==> config.mk <==
export PLATFORM = sky130hd
export DESIGN_NAME = timer_watchdog_unit
export DESIGN_NICKNAME = d
export VERILOG_FILES = /design/src/wdt_pkg.sv /design/src/timer_watchdog_unit.sv /design/src/wdt_ahb_regs.sv /design/src/wdt_prescaler.sv
export SDC_FILE = /design/constraint.sdc
export NUM_CORES = 1
export LEC_CHECK = 0
export BUFFER_PORTS_ARGS = -buffer_cell sky130_fd_sc_hd__buf_2
export CAP_MARGIN = 20
export CORE_MARGIN = 2
export CORE_UTILIZATION = 60
export DETAILED_ROUTE_END_ITERATION = 10
export GPL_TIMING_DRIVEN = 1
export PLACE_DENSITY = 0.81
export SYNTH_ARGS = -nofsm -noshare
export SYNTH_HDL_FRONTEND = slang
export SYNTH_SLANG_ARGS = --single-unit
==> constraint.sdc <==
create_clock -name clk_in -period 7.25 [get_ports clk_in]
set_input_delay 0.725 -clock clk_in [delete_from_list [all_inputs] [get_ports clk_in]]
set_output_delay 0.725 -clock clk_in [all_outputs]
set_load 0.02 [all_outputs]
==> src/wdt_pkg.sv <==
// shared constants and types for the timer / watchdog block
package wdt_pkg;
  localparam logic [31:0] reload_value_addr = 32'hffff0360;
  localparam logic [31:0] current_count_addr = 32'hffff0364;
  localparam logic [31:0] timer_control_addr = 32'hffff0368;
  localparam logic [31:0] clear_refresh_addr = 32'hffff036c;
  localparam logic [15:0] reload_value_rst = 16'h0040;
  localparam logic [15:0] current_count_rst = 16'h0040;
  localparam logic [15:0] timer_control_rst = 16'h0000;
  localparam logic [15:0] timer_control_wmask = 16'h01ef;
  localparam int count_direction_bit = 8;
  localparam int timer_run_bit = 7;
  localparam int periodic_select_bit = 6;
  localparam int supervise_mode_on_bit = 5;
  localparam int tick_divider_lsb = 2;
  localparam int expiry_irq_select_bit = 1;
  localparam int powerdown_halt_bit = 0;
  localparam logic [1:0] div_by_1 = 2'h0;
  localparam logic [1:0] div_by_16 = 2'h1;
  localparam logic [1:0] div_by_256 = 2'h2;
  localparam logic [7:0] div16_mask = 8'h0f;
  localparam logic [7:0] div256_mask = 8'hff;
  localparam logic [1:0] htrans_nonseq = 2'h2;

  typedef struct packed {
    logic wr;
    logic [31:0] addr;
  } bus_req_t;

  typedef struct packed {
    logic [15:0] reload;
    logic [15:0] control;
    logic refresh;
  } cfg_t;

  typedef enum logic [1:0] {
    st_idle,
    st_write,
    st_read
  } phase_t;

  // register select from a byte address
  function automatic logic [1:0] reg_index(input logic [31:0] a);
    reg_index = a[3:2];
  endfunction : reg_index

  function automatic logic addr_hit(input logic [31:0] a);
    addr_hit = (a[31:4] == reload_value_addr[31:4]) && (a[1:0] == 2'h0);
  endfunction : addr_hit
endpackage : wdt_pkg

==> src/timer_watchdog_unit.sv <==
// timer / watchdog top: registers, counter, expiry handling
// What this block does
// reload and count are 16-bit; count is read-only to software
// any clear write clears interrupt, or restarts the watchdog period
// watchdog refresh write reloads the counter every time
// control bit 8 set counts up, clear counts down
// control bit 7 set runs the timer, clear stops it
// control bit 6 set is periodic, clear is free-running
// control bit 5 set enters watchdog mode
// control bits 3:2 divide the tick by 1, 16 or 256; 11 reserved
// control bit 1 set gives irq, clear gives reset at watchdog zero
// control bit 0 set halts counting while peripherals powered down
// software writes zero to control bits 15:9 and 4
// watchdog counts down from reload, holds at zero and acts on the next step at zero
// in watchdog mode reload and control ignore writes until power-on
// counter reloads on overflow when periodic, and at once on a clear write
// counter halts while debug holds the core
// one step per divided tick; normal interrupt held until clear
//
// Decided for this implementation: the AHB-Lite slave port.
`timescale 1ns/1ps
`default_nettype none
module timer_watchdog_unit
  import wdt_pkg::*;
(
  // clock and resets; rstn_in is the power-on reset
  input wire logic clk_in,
  input wire logic rstn_in,
  // ahb-lite slave
  input wire logic hsel_in,
  input wire logic [31:0] haddr_in,
  input wire logic [1:0] htrans_in,
  input wire logic [2:0] hsize_in,
  input wire logic hwrite_in,
  input wire logic hready_in,
  input wire logic [31:0] hwdata_in,
  output logic [31:0] hrdata_out,
  output logic hreadyout_out,
  output logic hresp_out,
  // 32.768 khz tick, one clk cycle wide
  input wire logic tick_in,
  // system status
  input wire logic periph_powerdown_in,
  input wire logic debug_halt_in,
  // events
  output logic timer_irq_out,
  output logic watchdog_reset_out
);
  logic wr;
  logic rd;
  logic hit;
  logic [1:0] idx;
  logic step;
  logic run;
  bus_req_t unused_req;
  cfg_t cfg_q;
  cfg_t cfg_d;
  logic [15:0] count_q;
  logic [15:0] count_d;
  logic irq_q;
  logic irq_d;
  logic wdrst_q;
  logic wdrst_d;
  logic [31:0] rdata_q;
  logic [31:0] rdata_d;

  // hsize unused: only whole-word transfers are expected
  assign unused_req = '{wr: hwrite_in, addr: {hsize_in, 29'h0}};

  wdt_ahb_regs u_regs (
    .clk_in(clk_in),
    .rstn_in(rstn_in),
    .hsel_in(hsel_in),
    .haddr_in(haddr_in),
    .htrans_in(htrans_in),
    .hwrite_in(hwrite_in),
    .hready_in(hready_in),
    .wr_out(wr),
    .rd_out(rd),
    .idx_out(idx),
    .hit_out(hit)
  );

  // run gating: enable, debug halt and optional power-down halt
  assign run = cfg_q.control[timer_run_bit]
    && !debug_halt_in
    && !(cfg_q.control[powerdown_halt_bit] && periph_powerdown_in);

  wdt_prescaler u_pre (
    .clk_in(clk_in),
    .rstn_in(rstn_in),
    .tick_in(tick_in),
    .run_in(run),
    .tick_divider_in(cfg_q.control[tick_divider_lsb +: 2]),
    .tick_out(step)
  );

  // configuration and refresh strobe
  always_comb
  begin
    cfg_d = cfg_q;
    cfg_d.refresh = 1'b0;
    if (wr && hit)
    begin
      case (idx)
        2'h0:
        begin
          if (!cfg_q.control[supervise_mode_on_bit])
            cfg_d.reload = hwdata_in[15:0];
        end
        2'h2:
        begin
          if (!cfg_q.control[supervise_mode_on_bit])
            cfg_d.control = hwdata_in[15:0] & timer_control_wmask;
        end
        2'h3: cfg_d.refresh = 1'b1;
        default: ; // count register is not writable R1
      endcase
    end
  end

  // counter, expiry and interrupt
  always_comb
  begin
    logic wdog;
    logic up;
    wdog = cfg_q.control[supervise_mode_on_bit];
    up = cfg_q.control[count_direction_bit] && !wdog;
    count_d = count_q;
    irq_d = irq_q;
    wdrst_d = wdrst_q;
    if (cfg_q.refresh)
    begin
      count_d = cfg_q.reload;
      if (!wdog)
        irq_d = 1'b0;
    end
    else if (step)
    begin
      if (wdog)
      begin
        if (count_q == 16'h0000)
        begin
          // hold at zero; the expiry event stays until refreshed
          if (cfg_q.control[expiry_irq_select_bit])
            irq_d = 1'b1;
          else
            wdrst_d = 1'b1;
        end
        else
          count_d = count_q - 16'h0001;
      end
      else if (up)
      begin
        if (count_q == 16'hffff)
        begin
          irq_d = 1'b1;
          count_d = cfg_q.control[periodic_select_bit] ?
            cfg_q.reload : 16'h0000;
        end
        else
          count_d = count_q + 16'h0001;
      end
      else
      begin
        if (count_q == 16'h0000)
        begin
          irq_d = 1'b1;
          count_d = cfg_q.control[periodic_select_bit] ?
            cfg_q.reload : 16'hffff;
        end
        else
          count_d = count_q - 16'h0001;
      end
    end
    // a refresh releases a pending watchdog reset request
    if (cfg_q.refresh && wdog)
    begin
      wdrst_d = 1'b0;
      irq_d = 1'b0;
    end
  end

  // read data, registered into the data phase
  always_comb
  begin
    rdata_d = 32'h00000000;
    if (hsel_in && hready_in && htrans_in == htrans_nonseq && !hwrite_in
        && addr_hit(haddr_in))
    begin
      case (reg_index(haddr_in))
        2'h0: rdata_d = {16'h0000, cfg_q.reload};
        2'h1: rdata_d = {16'h0000, count_d};
        2'h2: rdata_d = {16'h0000, cfg_q.control};
        default: rdata_d = 32'h00000000;
      endcase
    end
  end

  always_ff @(posedge clk_in or negedge rstn_in)
  begin
    if (!rstn_in)
    begin
      cfg_q <= '{reload: reload_value_rst, control: timer_control_rst,
                 refresh: 1'b0};
      count_q <= current_count_rst;
      irq_q <= 1'b0;
      wdrst_q <= 1'b0;
      rdata_q <= 32'h00000000;
    end
    else
    begin
      cfg_q <= cfg_d;
      count_q <= count_d;
      irq_q <= irq_d;
      wdrst_q <= wdrst_d;
      rdata_q <= rdata_d;
    end
  end

  assign hrdata_out = rdata_q;
  assign hreadyout_out = 1'b1;
  assign hresp_out = 1'b0;
  assign timer_irq_out = irq_q;
  assign watchdog_reset_out = wdrst_q;
endmodule : timer_watchdog_unit
`default_nettype wire

==> src/wdt_ahb_regs.sv <==
// ahb-lite slave front end: decodes transfers into strobes
`timescale 1ns/1ps
`default_nettype none
module wdt_ahb_regs
  import wdt_pkg::*;
(
  // clock and reset
  input wire logic clk_in,
  input wire logic rstn_in,
  // ahb-lite slave
  input wire logic hsel_in,
  input wire logic [31:0] haddr_in,
  input wire logic [1:0] htrans_in,
  input wire logic hwrite_in,
  input wire logic hready_in,
  // decoded access
  output logic wr_out,
  output logic rd_out,
  output logic [1:0] idx_out,
  output logic hit_out
);
  phase_t ph_q;
  phase_t ph_d;
  logic [31:0] a_q;
  logic [31:0] a_d;

  always_comb
  begin
    ph_d = st_idle;
    a_d = a_q;
    if (hsel_in && hready_in && htrans_in == htrans_nonseq)
    begin
      ph_d = hwrite_in ? st_write : st_read;
      a_d = haddr_in;
    end
  end

  always_ff @(posedge clk_in or negedge rstn_in)
  begin
    if (!rstn_in)
    begin
      ph_q <= st_idle;
      a_q <= 32'h00000000;
    end
    else
    begin
      ph_q <= ph_d;
      a_q <= a_d;
    end
  end

  // data phase: zero wait, so strobes act in the phase itself
  always_comb
  begin
    wr_out = 1'b0;
    rd_out = 1'b0;
    case (ph_q)
      st_write: wr_out = 1'b1;
      st_read: rd_out = 1'b1;
      default: ;
    endcase
  end

  assign idx_out = reg_index(a_q);
  assign hit_out = addr_hit(a_q);
endmodule : wdt_ahb_regs
`default_nettype wire

==> src/wdt_prescaler.sv <==
// prescaler turning the slow tick into a divided count tick
`timescale 1ns/1ps
`default_nettype none
module wdt_prescaler
  import wdt_pkg::*;
(
  // clock and reset
  input wire logic clk_in,
  input wire logic rstn_in,
  // tick in and setting
  input wire logic tick_in,
  input wire logic run_in,
  input wire logic [1:0] tick_divider_in,
  // divided tick
  output logic tick_out
);
  logic [7:0] div_q;
  logic [7:0] div_d;
  logic tick_d;
  logic tick_q;

  always_comb
  begin
    div_d = div_q;
    tick_d = 1'b0;
    if (!run_in)
    begin
      div_d = 8'h00;
    end
    else if (tick_in)
    begin
      div_d = div_q + 8'h01;
      case (tick_divider_in)
        div_by_1: tick_d = 1'b1;
        div_by_16: tick_d = ((div_q & div16_mask) == div16_mask);
        div_by_256: tick_d = (div_q == div256_mask);
        default: tick_d = 1'b0; // reserved code: no ticks
      endcase
    end
  end

  always_ff @(posedge clk_in or negedge rstn_in)
  begin
    if (!rstn_in)
    begin
      div_q <= 8'h00;
      tick_q <= 1'b0;
    end
    else
    begin
      div_q <= div_d;
      tick_q <= tick_d;
    end
  end

  assign tick_out = tick_q;
endmodule : wdt_prescaler
`default_nettype wire
Yosys cells after proc, flatten, opt, wreduce, memory -nomap -nowiden:

Index checks and enable logic that the tools add are counted.

* flip-flop bits (word level): 118
* latch bits: 0
* bits in writable memories: 0
* bits in read-only memories: 0
* output and inout port bits: 36
* memories kept: 0

* add/sub/neg operators: 3
* multipliers: 0
* divide/modulo/power cells: 0
* order comparisons: 0
* equal/unequal tests: 20
* shift-type cells: 0
* mux-type cells: 38
* bitwise gates (word level): 1
* reduce and logical (&&, ||, !) cells: 32

Operators by type and width (count)
* 2-to-1 mux 16 bit: 10
* equality test 28 bit, second input constant: 2
* one-hot mux 16 bit (3 select lines): 1
* 2-to-1 mux 1 bit: 21
* adder 16 x 1 -> 16 bit, second input constant: 1
* equality test 16 bit, second input constant: 1
* logical NOT 16 bit: 1
* 2-to-1 mux 8 bit: 2
* subtractor 16 x 1 -> 16 bit, second input constant: 1
* logical AND 1 bit: 12
* equality test 2 bit, second input constant: 5
* logical NOT 2 bit: 5
* adder 8 x 1 -> 8 bit, second input constant: 1
* equality test 8 bit, second input constant: 1
* equality test 2 x 1 -> 1 bit, second input constant: 3
* 2-to-1 mux 6 bit: 1
* inequality test 3 x 2 -> 1 bit, second input constant: 2
* AND reduction 3 bit: 2
* AND reduction 6 bit: 1
* nonzero test 2 bit: 3
* inequality test 5 x 3 -> 1 bit, second input constant: 1
* AND reduction 5 bit: 1
* equality test 4 bit, second input constant: 1
* logical NOT 1 bit: 4
* 9 further kinds: 11

Logic depth before layout (Yosys ltp):

* word-level depth: 8
* mapped depth: 10
* mapped depth without buffers: 8

By module:

From an unflattened synthesis, not the netlist that was laid out.

* cells, all modules: 634
* area, all modules: 6013.3 sq um

By module, submodules not included
* timer_watchdog_unit: times used 1, cells an instance 502, area an instance 4177.8 sq um, seq. area each 1478.9 sq um
* wdt_ahb_regs: times used 1, cells an instance 89, area an instance 1372.6 sq um, seq. area each 850.8 sq um
* wdt_prescaler: times used 1, cells an instance 43, area an instance 462.9 sq um, seq. area each 225.2 sq um

Worst setup path before layout:

No wires, ideal clock.

* kind: register to register
* start point: register count_q[1]
* end point: register rdata_q[1] (netlist: hrdata_out[1])
* setup time: 0.135 ns
* arrival: 2.616 ns
* slack: 4.500 ns
* cell stages (with the launch flop): 11
* clock period less this slack: 2.750 ns
* cells stage by stage: dfrtp_1 > clkbuf_1 > inv_1 > ha_1 > or4b_4 > or4_4 > buf_6 > o41ai_1 > a211oi_1 > a22oi_1 > o31ai_2

* cells in the longest elaborated chain, start to end: 8

Ends and longest elaborated chain
* start, declared: line timer_watchdog_unit.sv:58 `logic [15:0] count_q;`
* start signal, assigned: line timer_watchdog_unit.sv:206 `count_q <= current_count_rst;`
* start signal, assigned: line timer_watchdog_unit.sv:214 `count_q <= count_d;`
* subtractor 16 x 1 -> 16 bit (tied with other cells): line timer_watchdog_unit.sv:151, timer_watchdog_unit.sv:173
* 2-to-1 mux 16 bit (on tied branches): line timer_watchdog_unit.sv:166, timer_watchdog_unit.sv:155
* 2-to-1 mux 16 bit: line timer_watchdog_unit.sv:153 `else if (up)`
* 2-to-1 mux 16 bit: line timer_watchdog_unit.sv:140 `if (wdog)`
* 2-to-1 mux 16 bit (*): line timer_watchdog_unit.sv:138 `else if (step)`
* 2-to-1 mux 16 bit (*): line timer_watchdog_unit.sv:132 `if (cfg_q.refresh)`
* one-hot mux 16 bit (3 select lines) (*): line timer_watchdog_unit.sv:191 `case (reg_index(haddr_in))`
* 2-to-1 mux 16 bit (*): line timer_watchdog_unit.sv:188 `if (hsel_in && hready_in && htrans_in == htrans_nonseq && !hwrite_in`
* net rdata_d[1]: line timer_watchdog_unit.sv:65 `logic [31:0] rdata_d;`
* end signal, assigned: line timer_watchdog_unit.sv:217 `rdata_q <= rdata_d;`
* end, declared: line timer_watchdog_unit.sv:64 `logic [31:0] rdata_q;`

The timed path passes the listed nets; every way through them passes the cells marked *.
A chain may end at the register's enable or synchronous reset.

Worst setup path in the final report:

* start point: register count_q[1]
* end point: register count_q[10]

* cells in the longest elaborated chain, start to end: 6

Ends and longest elaborated chain
* subtractor 16 x 1 -> 16 bit (tied with other cells): line timer_watchdog_unit.sv:151, timer_watchdog_unit.sv:173
* 2-to-1 mux 16 bit (on tied branches): line timer_watchdog_unit.sv:166, timer_watchdog_unit.sv:155
* 2-to-1 mux 16 bit: line timer_watchdog_unit.sv:153
* 2-to-1 mux 16 bit (*): line timer_watchdog_unit.sv:140
* 2-to-1 mux 16 bit (*): line timer_watchdog_unit.sv:138
* 2-to-1 mux 16 bit (*): line timer_watchdog_unit.sv:132
* net count_d[10]: line timer_watchdog_unit.sv:59 `logic [15:0] count_d;`

Marks and branches as above.

==> flow_summary.toml <==
[die]
chipWidth_microns = 104
boundaryPins = 113
dieArea_sq_um = 10700
start_util_pct = 61.5
core_area_sq_um = 9680
row_count = 36
die_h_microns = 104

[sta]
min_period_ps = 3140
tightest_slew_ps = 1100
slew_violations = 0
rsz0062_at_grt = "no"
fin_skew_ps = 12.3
max_slew_margin_pct = 26.0
timing.final.hold_violations = 0
fmax_mhz = 318
finalCritPeriodShare_pct = 43.3
setup_violations = 0
tns_ps = 0

[final_layout]
syn2layout_area_growth_pct = 8.72
diodes = 0
final_nets = 740
nFillCells = 789
drive_above_1_share_pct = 24.8

[global_routing]
antenna_found_initial = 0
grt_use_total_pct = 32.5
grt_start_max_net_pins = 67
grt_pass1_wl_microns = 27500
grt_pass1_vias = 5132
grt-ovfl-total = 0

[clock_tree]
hold_buffers = 0
clkTransAtPathRegs_ps = 110
numCtsBuffers = 9
clock-root-buffer = "clkbuf_8"
htree_levels = 3
postCtsResizedCells = 0
numClockSinks = 102
worstSkewPairLatency_ps = 390
cts_setup_buffers = 0
cts.path.max_buffers = 2
cts_tree = "yes"

[routing]
drtPass1Iterations = 5
wl_per_cell_microns = 21.1
vias = 5193
vias_per_cell = 6.51
drtIter0Drc = 714
wl_microns = 16800
drc = 0
ant_nets = 0

[synthesis]
ys_seq_area_share_pct = 42.9
ys_ff_latch = 102
synth-xor-area-share_pct = 2.65
async_reset_ff_share_pct = 100
synth_fa_ha_area_share_pct = 0.630
synthSimpleGateAreaFrac_pct = 19.3
syn-cell-area_sq_um = 5960
synth_top_area_share_pct = 42.0
synth_compound_area_share_pct = 15.8
synth_enable_flop_cells = 0
synth_top_cell_by_area = "dfrtp_1"
ys_warn_count = 0
ys.flop_type = "dfrtp_1"
synth_area_per_cell_sq_um = 9.73
synth_cells = 612
synth.area.mux_share_pct = 12.0
synth_top_family_by_area = "simple AND/OR/NAND/NOR gates"
netlist_top_cells_area = "dfrtp_1 42%, mux2_2 10%, nand2_1 2.8%"
yosysUniqueCellTypes = 72

[flow_run]
cap_viol_max_count = 0

[setup_path]
startpoint = "count_q[1]"
cp_max_fo = 10
criticalPathCategory = "reg2reg"
slowest_delay_ps = 730
reg2reg_depth = 8
r2r_slack_ps = 4110
crit_required_ps = 7540
cp.arrival_ps = 3430
setup.worst_path.end = "count_q[10]"
path_cells = "inv_1, ha_1, or4b_4, nor4_4, a21oi_1, nor3_1, nor3_1, a2bb2oi_1"
endpoint_kind = "flip-flop"
critical_path.slowest_cell = "nor4_4"
timing.rr.end = "count_q[10]"
timing.rr.start = "count_q[1]"
worstSetupStartpointType = "flip-flop"
critical_path.most_common_cell = "nor3_1"

[power]
powerDensity_nw_per_um2 = 215
max-vdd-ir-drop_mv = 0.181
total_power_mw = 1.39
leakagePower_nw = 2.74

[place]
dpl.hpwl_microns = 12100
numPortBuffers = 75
gp_congestion = 0.923

[hold_path]
hold_class = "in2async"

[run_status]
status = "complete, no violations"
report_power, final:
| group | switching, mW | internal, mW |
|---|---|---|
| combinational | 0.155 | 0.131 |
| sequential | 0.0964 | 0.633 |
| clock | 0.203 | 0.172 |
| total | 0.454 | 0.936 |
final cells by class:
cell class	instances	area [sq um]	area share (%)
Tap cell	133	166	2.57
Sequential cell	102	2550	39.5
Inverter	20	75.1	1.16
Timing Repair Buffer	80	415	6.42
Clock inverter	4	52.6	0.812
Clock buffer	12	145	2.24
Multi-Input combinational cell	447	3070	47.3
cell usage in the layout (no fill, tap or decap), types with 13 or more instances in the layout:
master	instances
nor3_1	13
nand3_1	24
inv_1	20
a21oi_1	28
nor2_1	31
nand2_1	45
conb_1	18
mux2_2	55
buf_2	74
dfrtp_1	100
nand4_1	13
o21ai_0	26
cells in the mapped netlist, drive strengths merged (3+ instances only):
master and instances:
and4 6, nand2 45, a22oi 5, nand4b 8
clkbuf 30, o21a 3, o31ai 3, nor2b 3
o22ai 6, nand3 24, or3 4, and2 4
and3 5, a21oi 29, nor3 13, ha 3
xor2 9, mux2 56, o41ai 5, mux2i 8
a211oi 11, buf 29, a221oi 3, nand4 13
nor4b 5, nand2b 8, or4 8, nor4 14
o211ai 3, dfrtp 100, a31o 3, nor3b 5
a21boi 3, xnor2 9, o21ai 37, inv 20
a31oi 9, nor2 31
critical path, delay by kind of cell (launching register included):
family                   cells  cell delay (ps)
AND/OR/NAND/NOR              4             1630
flip-flops                   1              540
AO/OA/AOI/OAI                2              390
adder cells (fa/ha/maj)      1              340
buffers and inverters        1              150
stage by stage:
step                      cells  setup slack, ps  utilization, %  cell area, sq um  hold WS (ps)
after floorplan             628             4500               -              6020           429
after global placement      780             4170            64.7              6260           481
after detailed placement    780             4130            64.7              6260           490
after CTS                   796             4130            66.7              6460           294
after global routing        798             4020            66.9              6470           309
final                       798             4110            66.9              6470           274
state kept, by name, summed over array words and instances (netlist names):
signal	flops
hrdata_out	16
u_regs.ph_q	2
watchdog_reset_out	1
cfg_q	25
count_q	16
u_pre.div_q	8
timer_irq_out	1
u_regs.a_q	32
u_pre.tick_out	1
layer usage:
layer  share of wire (%)  global-route usage [%]  up-vias  routed length, microns
met2                  46                    49.8      305                    7740
met5                   0                       0        -                       0
met1                  41                    45.7     2509                    6970
met4                 2.5                    11.9        0                     419
met3                  10                    7.17       49                    1670
li1                    -                       -     2330                       -
worst min path at each step:
stage / from / to / cells after the start
3_3_place_gp: u_regs.a_q[7] / u_regs.a_q[7] / 1
3_5_place_dp: u_regs.a_q[1] / u_regs.a_q[1] / 1
6_report: rstn_in / count_q[4] / 1
4_1_cts: rstn_in / u_regs.a_q[5] / 1
2_1_floorplan: rstn_in / cfg_q[0] / 0
5_1_grt: rstn_in / u_regs.a_q[5] / 1
cell families after synthesis:
logic type	count (synthesis)
AO/OA/AOI/OAI	142
XOR/XNOR	18
adder cells (fa/ha/maj)	3
buffers and inverters	79
flip-flops	102
multiplexers	64
other	2
AND/OR/NAND/NOR	202
No activity file was read; power rests on OpenSTA's default activity.
